===== src/ldcc_defines.vh =====
// Constants for the display configuration command decoder
// Notes on behaviour
// - Start row maps first common, wraps after 31
// - Scan 32 rows long duty, 16 short
// - Only commons 0 to 15 driven here
// - Codes C0..DF load start row
// - Commands only when select low, write strobe
// - Four pages of 80 bytes, eight rows
// - Page n covers rows 8n..8n+7
// - Codes B8..BB load memory page
// - Column advances after each memory access; here not when static or when a command write edge lands in the same cycle
// - Column wraps from 79 to zero
// - Codes 00..4F load column pointer; here any code 00..7F loads it
// - Mapping set reverses column to segment order
// - A0 normal order, A1 reversed order
// - Static drive stops internal clocking
// - Display off plus static: outputs high, held
// - A4 static off, A5 static on
// - Duty bit set means 1/32, clear 1/16
// - A8 short duty, A9 long duty
// - Segment-only variant takes duty from master
// - Reset: page three, column and start zero
// - AF display on, AE display off
`ifndef LDCC_DEFINES_VH
`define LDCC_DEFINES_VH
`define LDCC_COLUMNS        7'h4f
`define LDCC_COL_LAST       7'h4f
`define LDCC_ROWS_LONG      5'h1f
`define LDCC_ROWS_SHORT     5'h0f
`define LDCC_COMMONS        16
`define LDCC_CODE_START_HI  3'b110
`define LDCC_CODE_PAGE_HI   6'b10_1110
`define LDCC_CODE_MAP       7'b101_0000
`define LDCC_CODE_STATIC    7'b101_0010
`define LDCC_CODE_DUTY      7'b101_0100
`define LDCC_CODE_DISP      7'b101_0111
`define LDCC_RST_START      5'h00
`define LDCC_RST_PAGE       2'b11
`define LDCC_RST_COLUMN     7'h00
`define LDCC_RST_MAP        1'b0
`define LDCC_RST_STATIC     1'b0
`define LDCC_RST_DUTY       1'b1
`define LDCC_RST_DISP       1'b0
`endif


===== src/ldcc_cmd_decoder.v =====
// Command decoder and configuration registers of the LCD driver
`timescale 1ns/100ps
`default_nettype none
`include "ldcc_defines.vh"
module ldcc_cmd_decoder (
	// Clock and reset
	input  wire        clock,
	input  wire        reset_n,
	// Host parallel bus pins
	input  wire        cmd_data_sel,
	input  wire        read_strobe_n,
	input  wire        write_strobe_n,
	input  wire [7:0]  host_data,
	// Display memory access completions
	input  wire        memory_access_done,
	// Configuration state
	output reg  [4:0]  display_first_row,
	output reg  [1:0]  memory_page_select,
	output reg  [6:0]  column_pointer,
	output reg         segment_order_select,
	output reg         low_power_hold_enable,
	output reg         scan_ratio_select,
	output reg         display_enable,
	// Timing control
	output wire        internal_clock_enable,
	output wire        outputs_at_supply,
	// Row and column mapping
	output wire [79:0] row_pointer_bits,
	output wire [15:0] common_active,
	output wire [6:0]  segment0_column,
	output wire [4:0]  page_first_row
);
	// Pin synchronisers
	reg  [1:0] cd_sync;
	reg  [1:0] rd_sync;
	reg  [1:0] wr_sync;
	reg  [7:0] data_s1;
	reg  [7:0] data_s2;
	reg        wr_seen;
	wire       write_cmd;
	wire [7:0] code;
	wire       write_edge;

	always @(posedge clock) begin
		if (!reset_n) begin
			cd_sync <= 2'b11;
			rd_sync <= 2'b11;
			wr_sync <= 2'b11;
			data_s1 <= 8'h00;
			data_s2 <= 8'h00;
			wr_seen <= 1'b0;
		end else begin
			cd_sync <= {cd_sync[0], cmd_data_sel};
			rd_sync <= {rd_sync[0], read_strobe_n};
			wr_sync <= {wr_sync[0], write_strobe_n};
			data_s1 <= host_data;
			data_s2 <= data_s1;
			wr_seen <= write_cmd;
		end
	end

	assign code = data_s2;
	assign write_cmd = !cd_sync[1] && rd_sync[1] && !wr_sync[1];
	// One decode per strobe, taken on its leading edge
	assign write_edge = write_cmd && !wr_seen;

	// Stopped logic still accepts commands so static mode can be left
	assign internal_clock_enable = !low_power_hold_enable;
	assign outputs_at_supply = low_power_hold_enable && !display_enable;

	// Master part; a segment-only build clears this and follows the master's timing
	localparam HAS_DUTY_REG = 1'b1;

	always @(posedge clock) begin
		if (!reset_n) begin
			display_first_row     <= `LDCC_RST_START;
			memory_page_select    <= `LDCC_RST_PAGE;
			column_pointer        <= `LDCC_RST_COLUMN;
			segment_order_select  <= `LDCC_RST_MAP;
			low_power_hold_enable <= `LDCC_RST_STATIC;
			scan_ratio_select     <= `LDCC_RST_DUTY;
			display_enable        <= `LDCC_RST_DISP;
		end else if (write_edge) begin
			if (!code[7]) begin
				// Out of range values are kept as written
				column_pointer <= code[6:0];
			end else if (code[7:5] == `LDCC_CODE_START_HI) begin
				display_first_row <= code[4:0];
			end else if (code[7:2] == `LDCC_CODE_PAGE_HI) begin
				memory_page_select <= code[1:0];
			end else if (code[7:1] == `LDCC_CODE_MAP) begin
				segment_order_select <= code[0];
			end else if (code[7:1] == `LDCC_CODE_STATIC) begin
				low_power_hold_enable <= code[0];
			end else if ((code[7:1] == `LDCC_CODE_DUTY) && HAS_DUTY_REG) begin
				scan_ratio_select <= code[0];
			end else if (code[7:1] == `LDCC_CODE_DISP) begin
				display_enable <= code[0];
			end else begin
				// Unknown codes leave every register as it was
				display_first_row <= display_first_row;
			end
		end else if (memory_access_done && internal_clock_enable) begin
			if (column_pointer >= `LDCC_COL_LAST) begin
				column_pointer <= 7'h00;
			end else begin
				column_pointer <= column_pointer + 7'h01;
			end
		end
	end

	// First segment column, reversed or normal
	assign segment0_column = segment_order_select ? `LDCC_COLUMNS : 7'h00;
	// Page n starts at row 8n
	assign page_first_row = {memory_page_select, 3'b000};

	// Only sixteen commons exist on this device
	genvar gi;
	generate
		for (gi = 0; gi < `LDCC_COMMONS; gi = gi + 1) begin : g_com
			localparam [4:0] COM_IDX = gi;
			ldcc_row_map u_map (
				.display_first_row (display_first_row),
				.scan_ratio_select (scan_ratio_select),
				.common_index      (COM_IDX),
				.memory_row        (row_pointer_bits[gi*5 +: 5]),
				.row_scanned       (common_active[gi])
			);
		end
	endgenerate
endmodule
`default_nettype wire


===== src/ldcc_row_map.v =====
// Common position to memory row mapping, one instance per common
`timescale 1ns/100ps
`default_nettype none
`include "ldcc_defines.vh"
module ldcc_row_map (
	// Configuration
	input  wire [4:0] display_first_row,
	input  wire       scan_ratio_select,
	// Common position in, memory row out
	input  wire [4:0] common_index,
	output wire [4:0] memory_row,
	output wire       row_scanned
);
	// Five bit sum wraps from row 31 to row 0 by itself
	assign memory_row = display_first_row + common_index;
	assign row_scanned = scan_ratio_select ? (common_index <= `LDCC_ROWS_LONG) :
		(common_index <= `LDCC_ROWS_SHORT);
endmodule
`default_nettype wire


===== config.mk =====
export PLATFORM = sky130hd
export DESIGN_NAME = ldcc_cmd_decoder
export DESIGN_NICKNAME = d
export VERILOG_FILES = /design/src/ldcc_cmd_decoder.v /design/src/ldcc_row_map.v
export VERILOG_INCLUDE_DIRS = /design/src
export SDC_FILE = /design/constraint.sdc
export NUM_CORES = 1
export LEC_CHECK = 0
export BUFFER_PORTS_ARGS = -buffer_cell sky130_fd_sc_hd__buf_2
export CAP_MARGIN = 15
export CORE_ASPECT_RATIO = 0.7
export CORE_MARGIN = 5
export CORE_UTILIZATION = 46
export DETAILED_ROUTE_END_ITERATION = 8
export PLACE_DENSITY = 0.82
export RECOVER_POWER = 50
export SLEW_MARGIN = 0
export SYNTH_ARGS = -nofsm -noshare
export SYNTH_HDL_FRONTEND = slang
export SYNTH_SLANG_ARGS = --single-unit

===== constraint.sdc =====
create_clock -name clock -period 2.3 [get_ports clock]
set_clock_uncertainty 0.2 [all_clocks]
set_input_delay 0.115 -clock clock [delete_from_list [all_inputs] [get_ports clock]]
set_output_delay 0.115 -clock clock [all_outputs]
set_load 0.05 [all_outputs]

==> summary.txt, run 1 <==
Synth
  • Simple-Gate Fraction of Synth Area: 15.4%
  • Mux contribution to synthesized area: 3.42%
  • Sequential fraction of the synthesis area: 30.7%
  • Synth Area in Compound Gates: 11.1%
  • Dominant synthesized flop cell: dfxtp_1
  • Synth Area in Adders: 6.09%
  • Post-synthesis register bit count: 41
  • Synthesized area per cell: 8.62 um2
  • Mapped cell area: 2670 um2
  • Largest family of logic cells by synthesized area: buffers and inverters
  • Post-synth ARST share: 0%
  • Synth Area in XOR/XNOR: 7.87%
  • Warnings from Yosys: 0
  • Synth unique cells: 50
  • Post-synthesis instance total: 310
  • EDFF count, synth: 0

Setup path
  • Reg2reg setup slack: 0.16 ns
  • Worst setup SP type: register
  • Worst Path Required: 1.99 ns
  • Crit end category: output port
  • R2r worst-path depth: 4
  • FF-to-FF End: segment_order_select$_SDFFE_PN0P_
  • CP endpoint: row_pointer_bits[18]
  • Worst Setup SP: display_first_row[1]$_SDFFE_PN0P_
  • Max FO, Critical Path: 13
  • Worst Path Class, Setup: reg2out
  • Reg-to-Reg Start: cd_sync[1]$_SDFF_PN1_
  • Crit path DAT: 1.90 ns

Timing
  • Worst slew pin tran: 0.770 ns
  • Unrepaired setup endpoints after global routing: true
  • Final setup fails: 0
  • Tmin final: 2.22 ns
  • Hold Vio Cnt, Final: 0
  • Slew Viols, Final: 0
  • Hold_ws: 0.168 ns
  • Fmax: 451 MHz
  • Max-slew headroom: 48.7%
  • Fin crit share: 96.4%

Placement
  • Placed Cells incl. Taps: 447
  • Dpl cell area: 3140 um2
  • Post-DP HPWL: 4750 um
  • Routability congestion estimate from global placement: 0.909
  • PortBufs: 120

Clock tree
  • # H-tree levels: 2
  • CTS Buffer Depth: 2
  • Root buffer cell: clkbuf_8
  • CTS Buf Count: 5
  • Clock sink count: 41
  • CTS tree: done
  • Worst-Skew Late Latency: 0.30 ns
  • Clock slew at reported path FFs: 0.08 ns

Finish
  • N_diodes: 0
  • Design area: 3340 um2
  • Non-Filler Instances: 468
  • P&R area growth vs syn: 24.9%
  • Final #Nets: 420
  • Layout cells sized above 1: 32.8%
  • Final core utilization: 58.9%

Global routing
  • Vias in the first global route: 2,021
  • First-pass GRT wire length: 9760 um
  • Total GRT Usage: 16.6%
  • GRT overflow: 0
  • Initial antenna violation count: 0
  • Largest net degree at the start of global routing: 27

Pwr
  • Peak supply drop: 332 uV
  • Cell area power density: 425 nW/um2
  • P_leak: 1.49 nW

Die
  • IO Count: 142
  • Cell Rows: 23
  • DIE AREA: 7460 um2
  • Die X: 101 um
  • Core footprint: 5670 um2
  • Die height: 73.8 um
  • Initial core utilization: 47.1%

Hold path
  • Hold Path Class: in2reg

Routing
  • Post-DR vias/cell: 4.77
  • Initial DRT Pass Iterations: 4
  • DRC Markers: 0
  • Total number of vias: 2,232
  • Routed wire per std cell: 13.7 um
  • Routed wire length: 6390 um
  • Starting DRC count in detailed routing: 203
  • Routed Antenna Nets: 0

Job
  • MaxCap Viol Count: 0

Status
  • Outcome: finished clean
==> per-stage QoR <==
stage / TNS, ns / setup WS [ns] / total power, mW
after CTS: 0 / 0.0259 / 1.43
after global routing: -0.0667 / -0.0268 / 1.47
final: 0 / 0.0833 / 1.42
after detailed placement: 0 / 0.206 / 0.955
after floorplan: -1.48 / -0.323 / 0.949
after global placement: 0 / 0.273 / 0.951
==> critical path: stages (launching register included) <==
cell and delay (ns):
dfxtp_4 0.45, clkinvlp_4 0.22, ha_1 0.29, a21oi_2 0.25, xnor2_4 0.14, inv_1 0.05, buf_2 0.20
==> report_power, final <==
group | internal (mW) | switching [mW] | total (mW)
clock | 0.238 | 0.226 | 0.464
sequential | 0.730 | 0.0268 | 0.757
combinational | 0.0559 | 0.142 | 0.198
==> state kept, by name, summed over array words and instances, names as in the netlist <==
signal / cells
memory_page_select: 2
wr_sync: 2
data_s1: 8
scan_ratio_select: 1
column_pointer: 7
display_first_row: 5
low_power_hold_enable: 1
rd_sync: 2
code: 8
cd_sync: 2
wr_seen: 1
display_enable: 1
segment_order_select: 1
==> cells in the final DEF, fill, tap and decap left out, drive strengths merged, types with 7 or more instances in the layout <==
cell / Yosys / routed
dfxtp: 41 / 41
ha: 13 / 13
and2: 17 / 17
inv: 25 / 20
o21ai: 7 / 7
a21oi: 13 / 13
mux2i: 8 / 8
xnor2: 18 / 18
nand2: 16 / 16
buf: 71 / 80
clkbuf: 12 / 54
conb: 2 / 21
dlygate4sd3: 0 / 13
==> cells by family after synthesis <==
logic type,Yosys count
other,2
AO/OA/AOI/OAI,45
flip-flops,41
XOR/XNOR,24
adder cells (fa/ha/maj),13
buffers and inverters,109
AND/OR/NAND/NOR,67
multiplexers,9
==> per-layer routing <==
metal | share of wire (%) | wire, um | global-route usage, % | vias up
li1 | - | - | - | 1093
met1 | 39 | 2500 | 21.0 | 1009
met2 | 49 | 3130 | 27.3 | 112
met3 | 9.3 | 596 | 3.89 | 18
met4 | 2.5 | 163 | 6.64 | 0
met5 | 0 | 0 | 0 | -
==> how the worst min path moves through the flow <==
stage	startpoint	end	slack, ns	cells after the start
final	memory_access_done	column_pointer[3]$_SDFFE_PN0P_	0.17	5
after detailed placement	cmd_data_sel	cd_sync[0]$_SDFF_PN1_	0.1	2
after floorplan	reset_n	cd_sync[1]$_SDFF_PN1_	-0.01	1
after global placement	write_strobe_n	wr_sync[0]$_SDFF_PN1_	0.1	2
after global routing	memory_access_done	column_pointer[3]$_SDFFE_PN0P_	0.21	5
after CTS	memory_access_done	column_pointer[3]$_SDFFE_PN0P_	0.15	5
==> area by class of cell <==
cell class	count	area [um2]
clock buffer	7	86.3
fill	508	2330
inverter	26	124
multi-input combinational	179	1450
sequential	41	836
tap	75	93.8
timing repair buffer	140	748
==> cells in the mapped netlist (all sizes together) (4+ instances only) <==
cell type | number | area, um2
buf | 71 | 528
a21oi | 13 | 65.1
ha | 13 | 163
dfxtp | 41 | 821
a22oi | 4 | 30.0
and2 | 17 | 106
mux2i | 8 | 80.1
xnor2 | 18 | 158
o21ai | 7 | 35.0
inv | 25 | 93.8
clkbuf | 12 | 45.0
nand2b | 6 | 37.5
xor2 | 6 | 52.6
nor2b | 5 | 31.3
nand2 | 16 | 60.1
==> what timing repair did <==
action / CTS / global route
setup endpoints to repair: 5 / 10
hold endpoints to repair: 15 / 0
buffers inserted: 0 / 1
cloned: 0 / 0
resized for setup: 4 / 9
hold buffers: 13 / 0
(Power assumes the default switching activity.)
==> run 2: changes to the inputs <==
==> constraint.sdc (replaced) <==
create_clock -name clock -period 2.3 [get_ports clock]
set_clock_uncertainty 0.2 [all_clocks]
set_input_delay 0 -clock clock [delete_from_list [all_inputs] [get_ports clock]]
set_output_delay 0 -clock clock [all_outputs]
set_load 0.05 [all_outputs]
==> run 2 against run 1 <==
  * Combinational power about the same
  * Sequential power about the same
  * Utilization decreased by 0.35 points
  * Final cell count decreased by 0.43%
  * Highest routed layer unchanged
  * Hold slack about the same
  * Critical endpoint is now row_pointer_bits[38]
  * Global-route usage decreased by 1.1 points
==> summary.txt, run 2 (synthesis gave the netlist of run 1 again) <==
Pwr
  • P_leak: 1.59 nW (+6.7%)
  • Peak supply drop: 458 uV (+38%)
  • Cell area power density: 425 nW/um2 (about the same)
  • Total chip power: 1.41 mW (-0.62%)

Clock tree
  • CTS Buffer Depth: 2 (unchanged)
  • Worst-Skew Late Latency: 0.29 ns (about the same)
  • # H-tree levels: 2 (unchanged)
  • CTS Buf Count: 5 (unchanged)
  • Clock sink count: 41 (unchanged)
  • Clock slew at reported path FFs: 0.08 ns (about the same)
  • CTS tree: done
  • Root buffer cell: clkbuf_8

Timing
  • Max-slew headroom: 57.5% (+8.8 points)
  • Final setup fails: 0 (unchanged)
  • Hold Vio Cnt, Final: 0 (unchanged)
  • Fmax: 456 MHz (+1.1%)
  • Fin crit share: 95.3% (-1.0 points)
  • Hold_ws: 0.168 ns (-0.0000860 ns)
  • Tmin final: 2.19 ns (-0.0241 ns)
  • Worst slew pin tran: 0.640 ns (-0.130 ns)
  • Slew Viols, Final: 0 (unchanged)

Hold path
  • Worst Hold Endpoint: column_pointer[3]$_SDFFE_PN0P_
  • Hold Path Stages: 5 (unchanged)
  • Hold path start: memory_access_done
  • Hold Path Class: in2reg

Routing
  • Routed met1 length: 2440 um (-2.2%)
  • Routed wire length: 6010 um (-6.0%)
  • Met2 WL: 2950 um (-5.8%)
  • DRC Markers: 0 (unchanged)
  • Initial DRT Pass Iterations: 4 (unchanged)
  • Post-DR vias/cell: 4.63 (-2.9%)
  • Detail Route met3 WL: 581 um (-2.5%)
  • Routed wire per std cell: 12.9 um (-5.6%)
  • Routed Antenna Nets: 0 (unchanged)
  • Starting DRC count in detailed routing: 118 (-42%)
  • Total number of vias: 2,158 (-3.3%)
  • Top sig layer: met4

Finish
  • Non-Filler Instances: 466 (-0.43%)
  • Most frequent cells in the layout: 107 x buf_2, 37 x dfxtp_1, 21 x conb_1
  • Final #Nets: 417 (-0.71%)
  • P&R area growth vs syn: 24.2%
  • Final core utilization: 58.5% (-0.35 points)
  • N_diodes: 0 (unchanged)
  • Multi-input gate area: 1440 um2 (-0.78%)
  • Most common cell after layout, fill and taps aside: buf_2
  • Reg area: 833 um2 (-0.30%)
  • Layout cells sized above 1: 39.1% (+6.3 points)
  • Fillers: 533 (+4.9%)

Setup path
  • Crit path DAT: 1.99 ns (+0.09 ns)
  • Crit end category: output port
  • Max FO, Critical Path: 13 (unchanged)
  • R2r worst-path depth: 4 (unchanged)
  • FF-to-FF End: segment_order_select$_SDFFE_PN0P_
  • Reg2reg setup slack: 0.15 ns (about the same)
  • Worst Path Class, Setup: reg2out
  • Reg-to-Reg Start: cd_sync[1]$_SDFF_PN1_
  • Max stage delay on crit path: 0.44 ns (about the same)
  • Worst Path Required: 2.10 ns (+0.11 ns)
  • Crit-path slowest cell: dfxtp_4
  • CP Cell Sequence: clkinvlp_4 > ha_1 > a21boi_0 > xnor2_2 > clkbuf_4
  • Worst setup SP type: register

Global routing
  • Initial antenna violation count: 0 (unchanged)
  • Total GRT Usage: 15.5% (-1.1 points)
  • Vias in the first global route: 1,970 (-2.5%)
  • GRT overflow: 0 (unchanged)
  • First-pass GRT wire length: 9340 um (-4.2%)
  • Largest net degree at the start of global routing: 32 (+19%)

Die
  • Initial core utilization: 47.1% (unchanged)
  • IO Count: 142 (unchanged)
  • Die X: 101 um (unchanged)
  • Cell Rows: 23 (unchanged)
  • Die height: 73.8 um (unchanged)
  • Core footprint: 5670 um2 (unchanged)
  • DIE AREA: 7460 um2 (unchanged)

Placement
  • Placed Cells incl. Taps: 446 (-0.22%)
  • Post-DP HPWL: 4720 um (-0.53%)
  • Routability congestion estimate from global placement: 0.882 (-2.9%)
  • PortBufs: 120 (unchanged)

Status
  • Outcome: finished clean

Job
  • MaxCap Viol Count: 0 (unchanged)
## run 2: changes by cell type in the layout (fill, tap and decap cells not counted), moves of 2 or more
cell | before | now
and2_0 | 3 | 0
and2_1 | 14 | 17
buf_2 | 73 | 107
buf_4 | 7 | 5
clkbuf_1 | 41 | 13
clkbuf_4 | 6 | 1
## run 2: per-layer routing
metal,vias up,global-route usage [%]
li1,1091,-
met1,974,18.7
met2,88,27.8
met3,5,3.61
met4,0,4.13
met5,-,0
## run 2: where the power goes
group          switching (mW)  internal, mW  leakage, nW
clock network           0.241         0.214       0.0417
logic                   0.140        0.0567         1.21
registers              0.0264         0.731        0.339
## run 2: through the flow
stage                      TNS, ns  worst slack, ns  instance area [um2]
after floorplan             -0.589           -0.208                 2970
after global placement           0            0.268                 3120
after detailed placement         0            0.168                 3120
after CTS                        0           0.0631                 3320
after global routing      -0.00912         -0.00912                 3320
final                            0            0.107                 3320
## run 2: worst max path at each step
stage / startpoint / cells past startpoint / slack [ns] / endpoint
after floorplan: display_first_row[0]$_SDFFE_PN0P_ / 5 / -0.21 / row_pointer_bits[77]
after global placement: cd_sync[1]$_SDFF_PN1_ / 4 / 0.27 / display_enable$_SDFFE_PN0P_
after detailed placement: cd_sync[1]$_SDFF_PN1_ / 4 / 0.17 / segment_order_select$_SDFFE_PN0P_
after CTS: display_first_row[1]$_SDFFE_PN0P_ / 5 / 0.06 / row_pointer_bits[38]
after global routing: display_first_row[1]$_SDFFE_PN0P_ / 5 / -0.009 / row_pointer_bits[38]
final: display_first_row[1]$_SDFFE_PN0P_ / 5 / 0.11 / row_pointer_bits[38]
## run 2: critical path: cells and delay by family, from the launching register on
family,cells,cell delay (ns)
xor+xnor,1,0.19
compound gates,1,0.31
fa+ha+maj,1,0.25
buf+inv,2,0.50
flops,1,0.44
## run 2: cell type report
type | instances | share of cell area (%)
tap | 75 | 2.83
multi-input combinational | 179 | 43.4
inverter | 26 | 3.62
clock buffer | 6 | 2.19
timing repair buffer | 137 | 22.5
clock inverter | 2 | 0.415
sequential | 41 | 25.1
## run 2: repair_timing
item | 4_1_cts | 5_1_grt
endpoints found under the hold margin | 23 | 0
buffers inserted | 0 | 0
setup endpoints to repair | 0 | 5
hold buffers | 12 | 0
gates resized for setup | 0 | 3
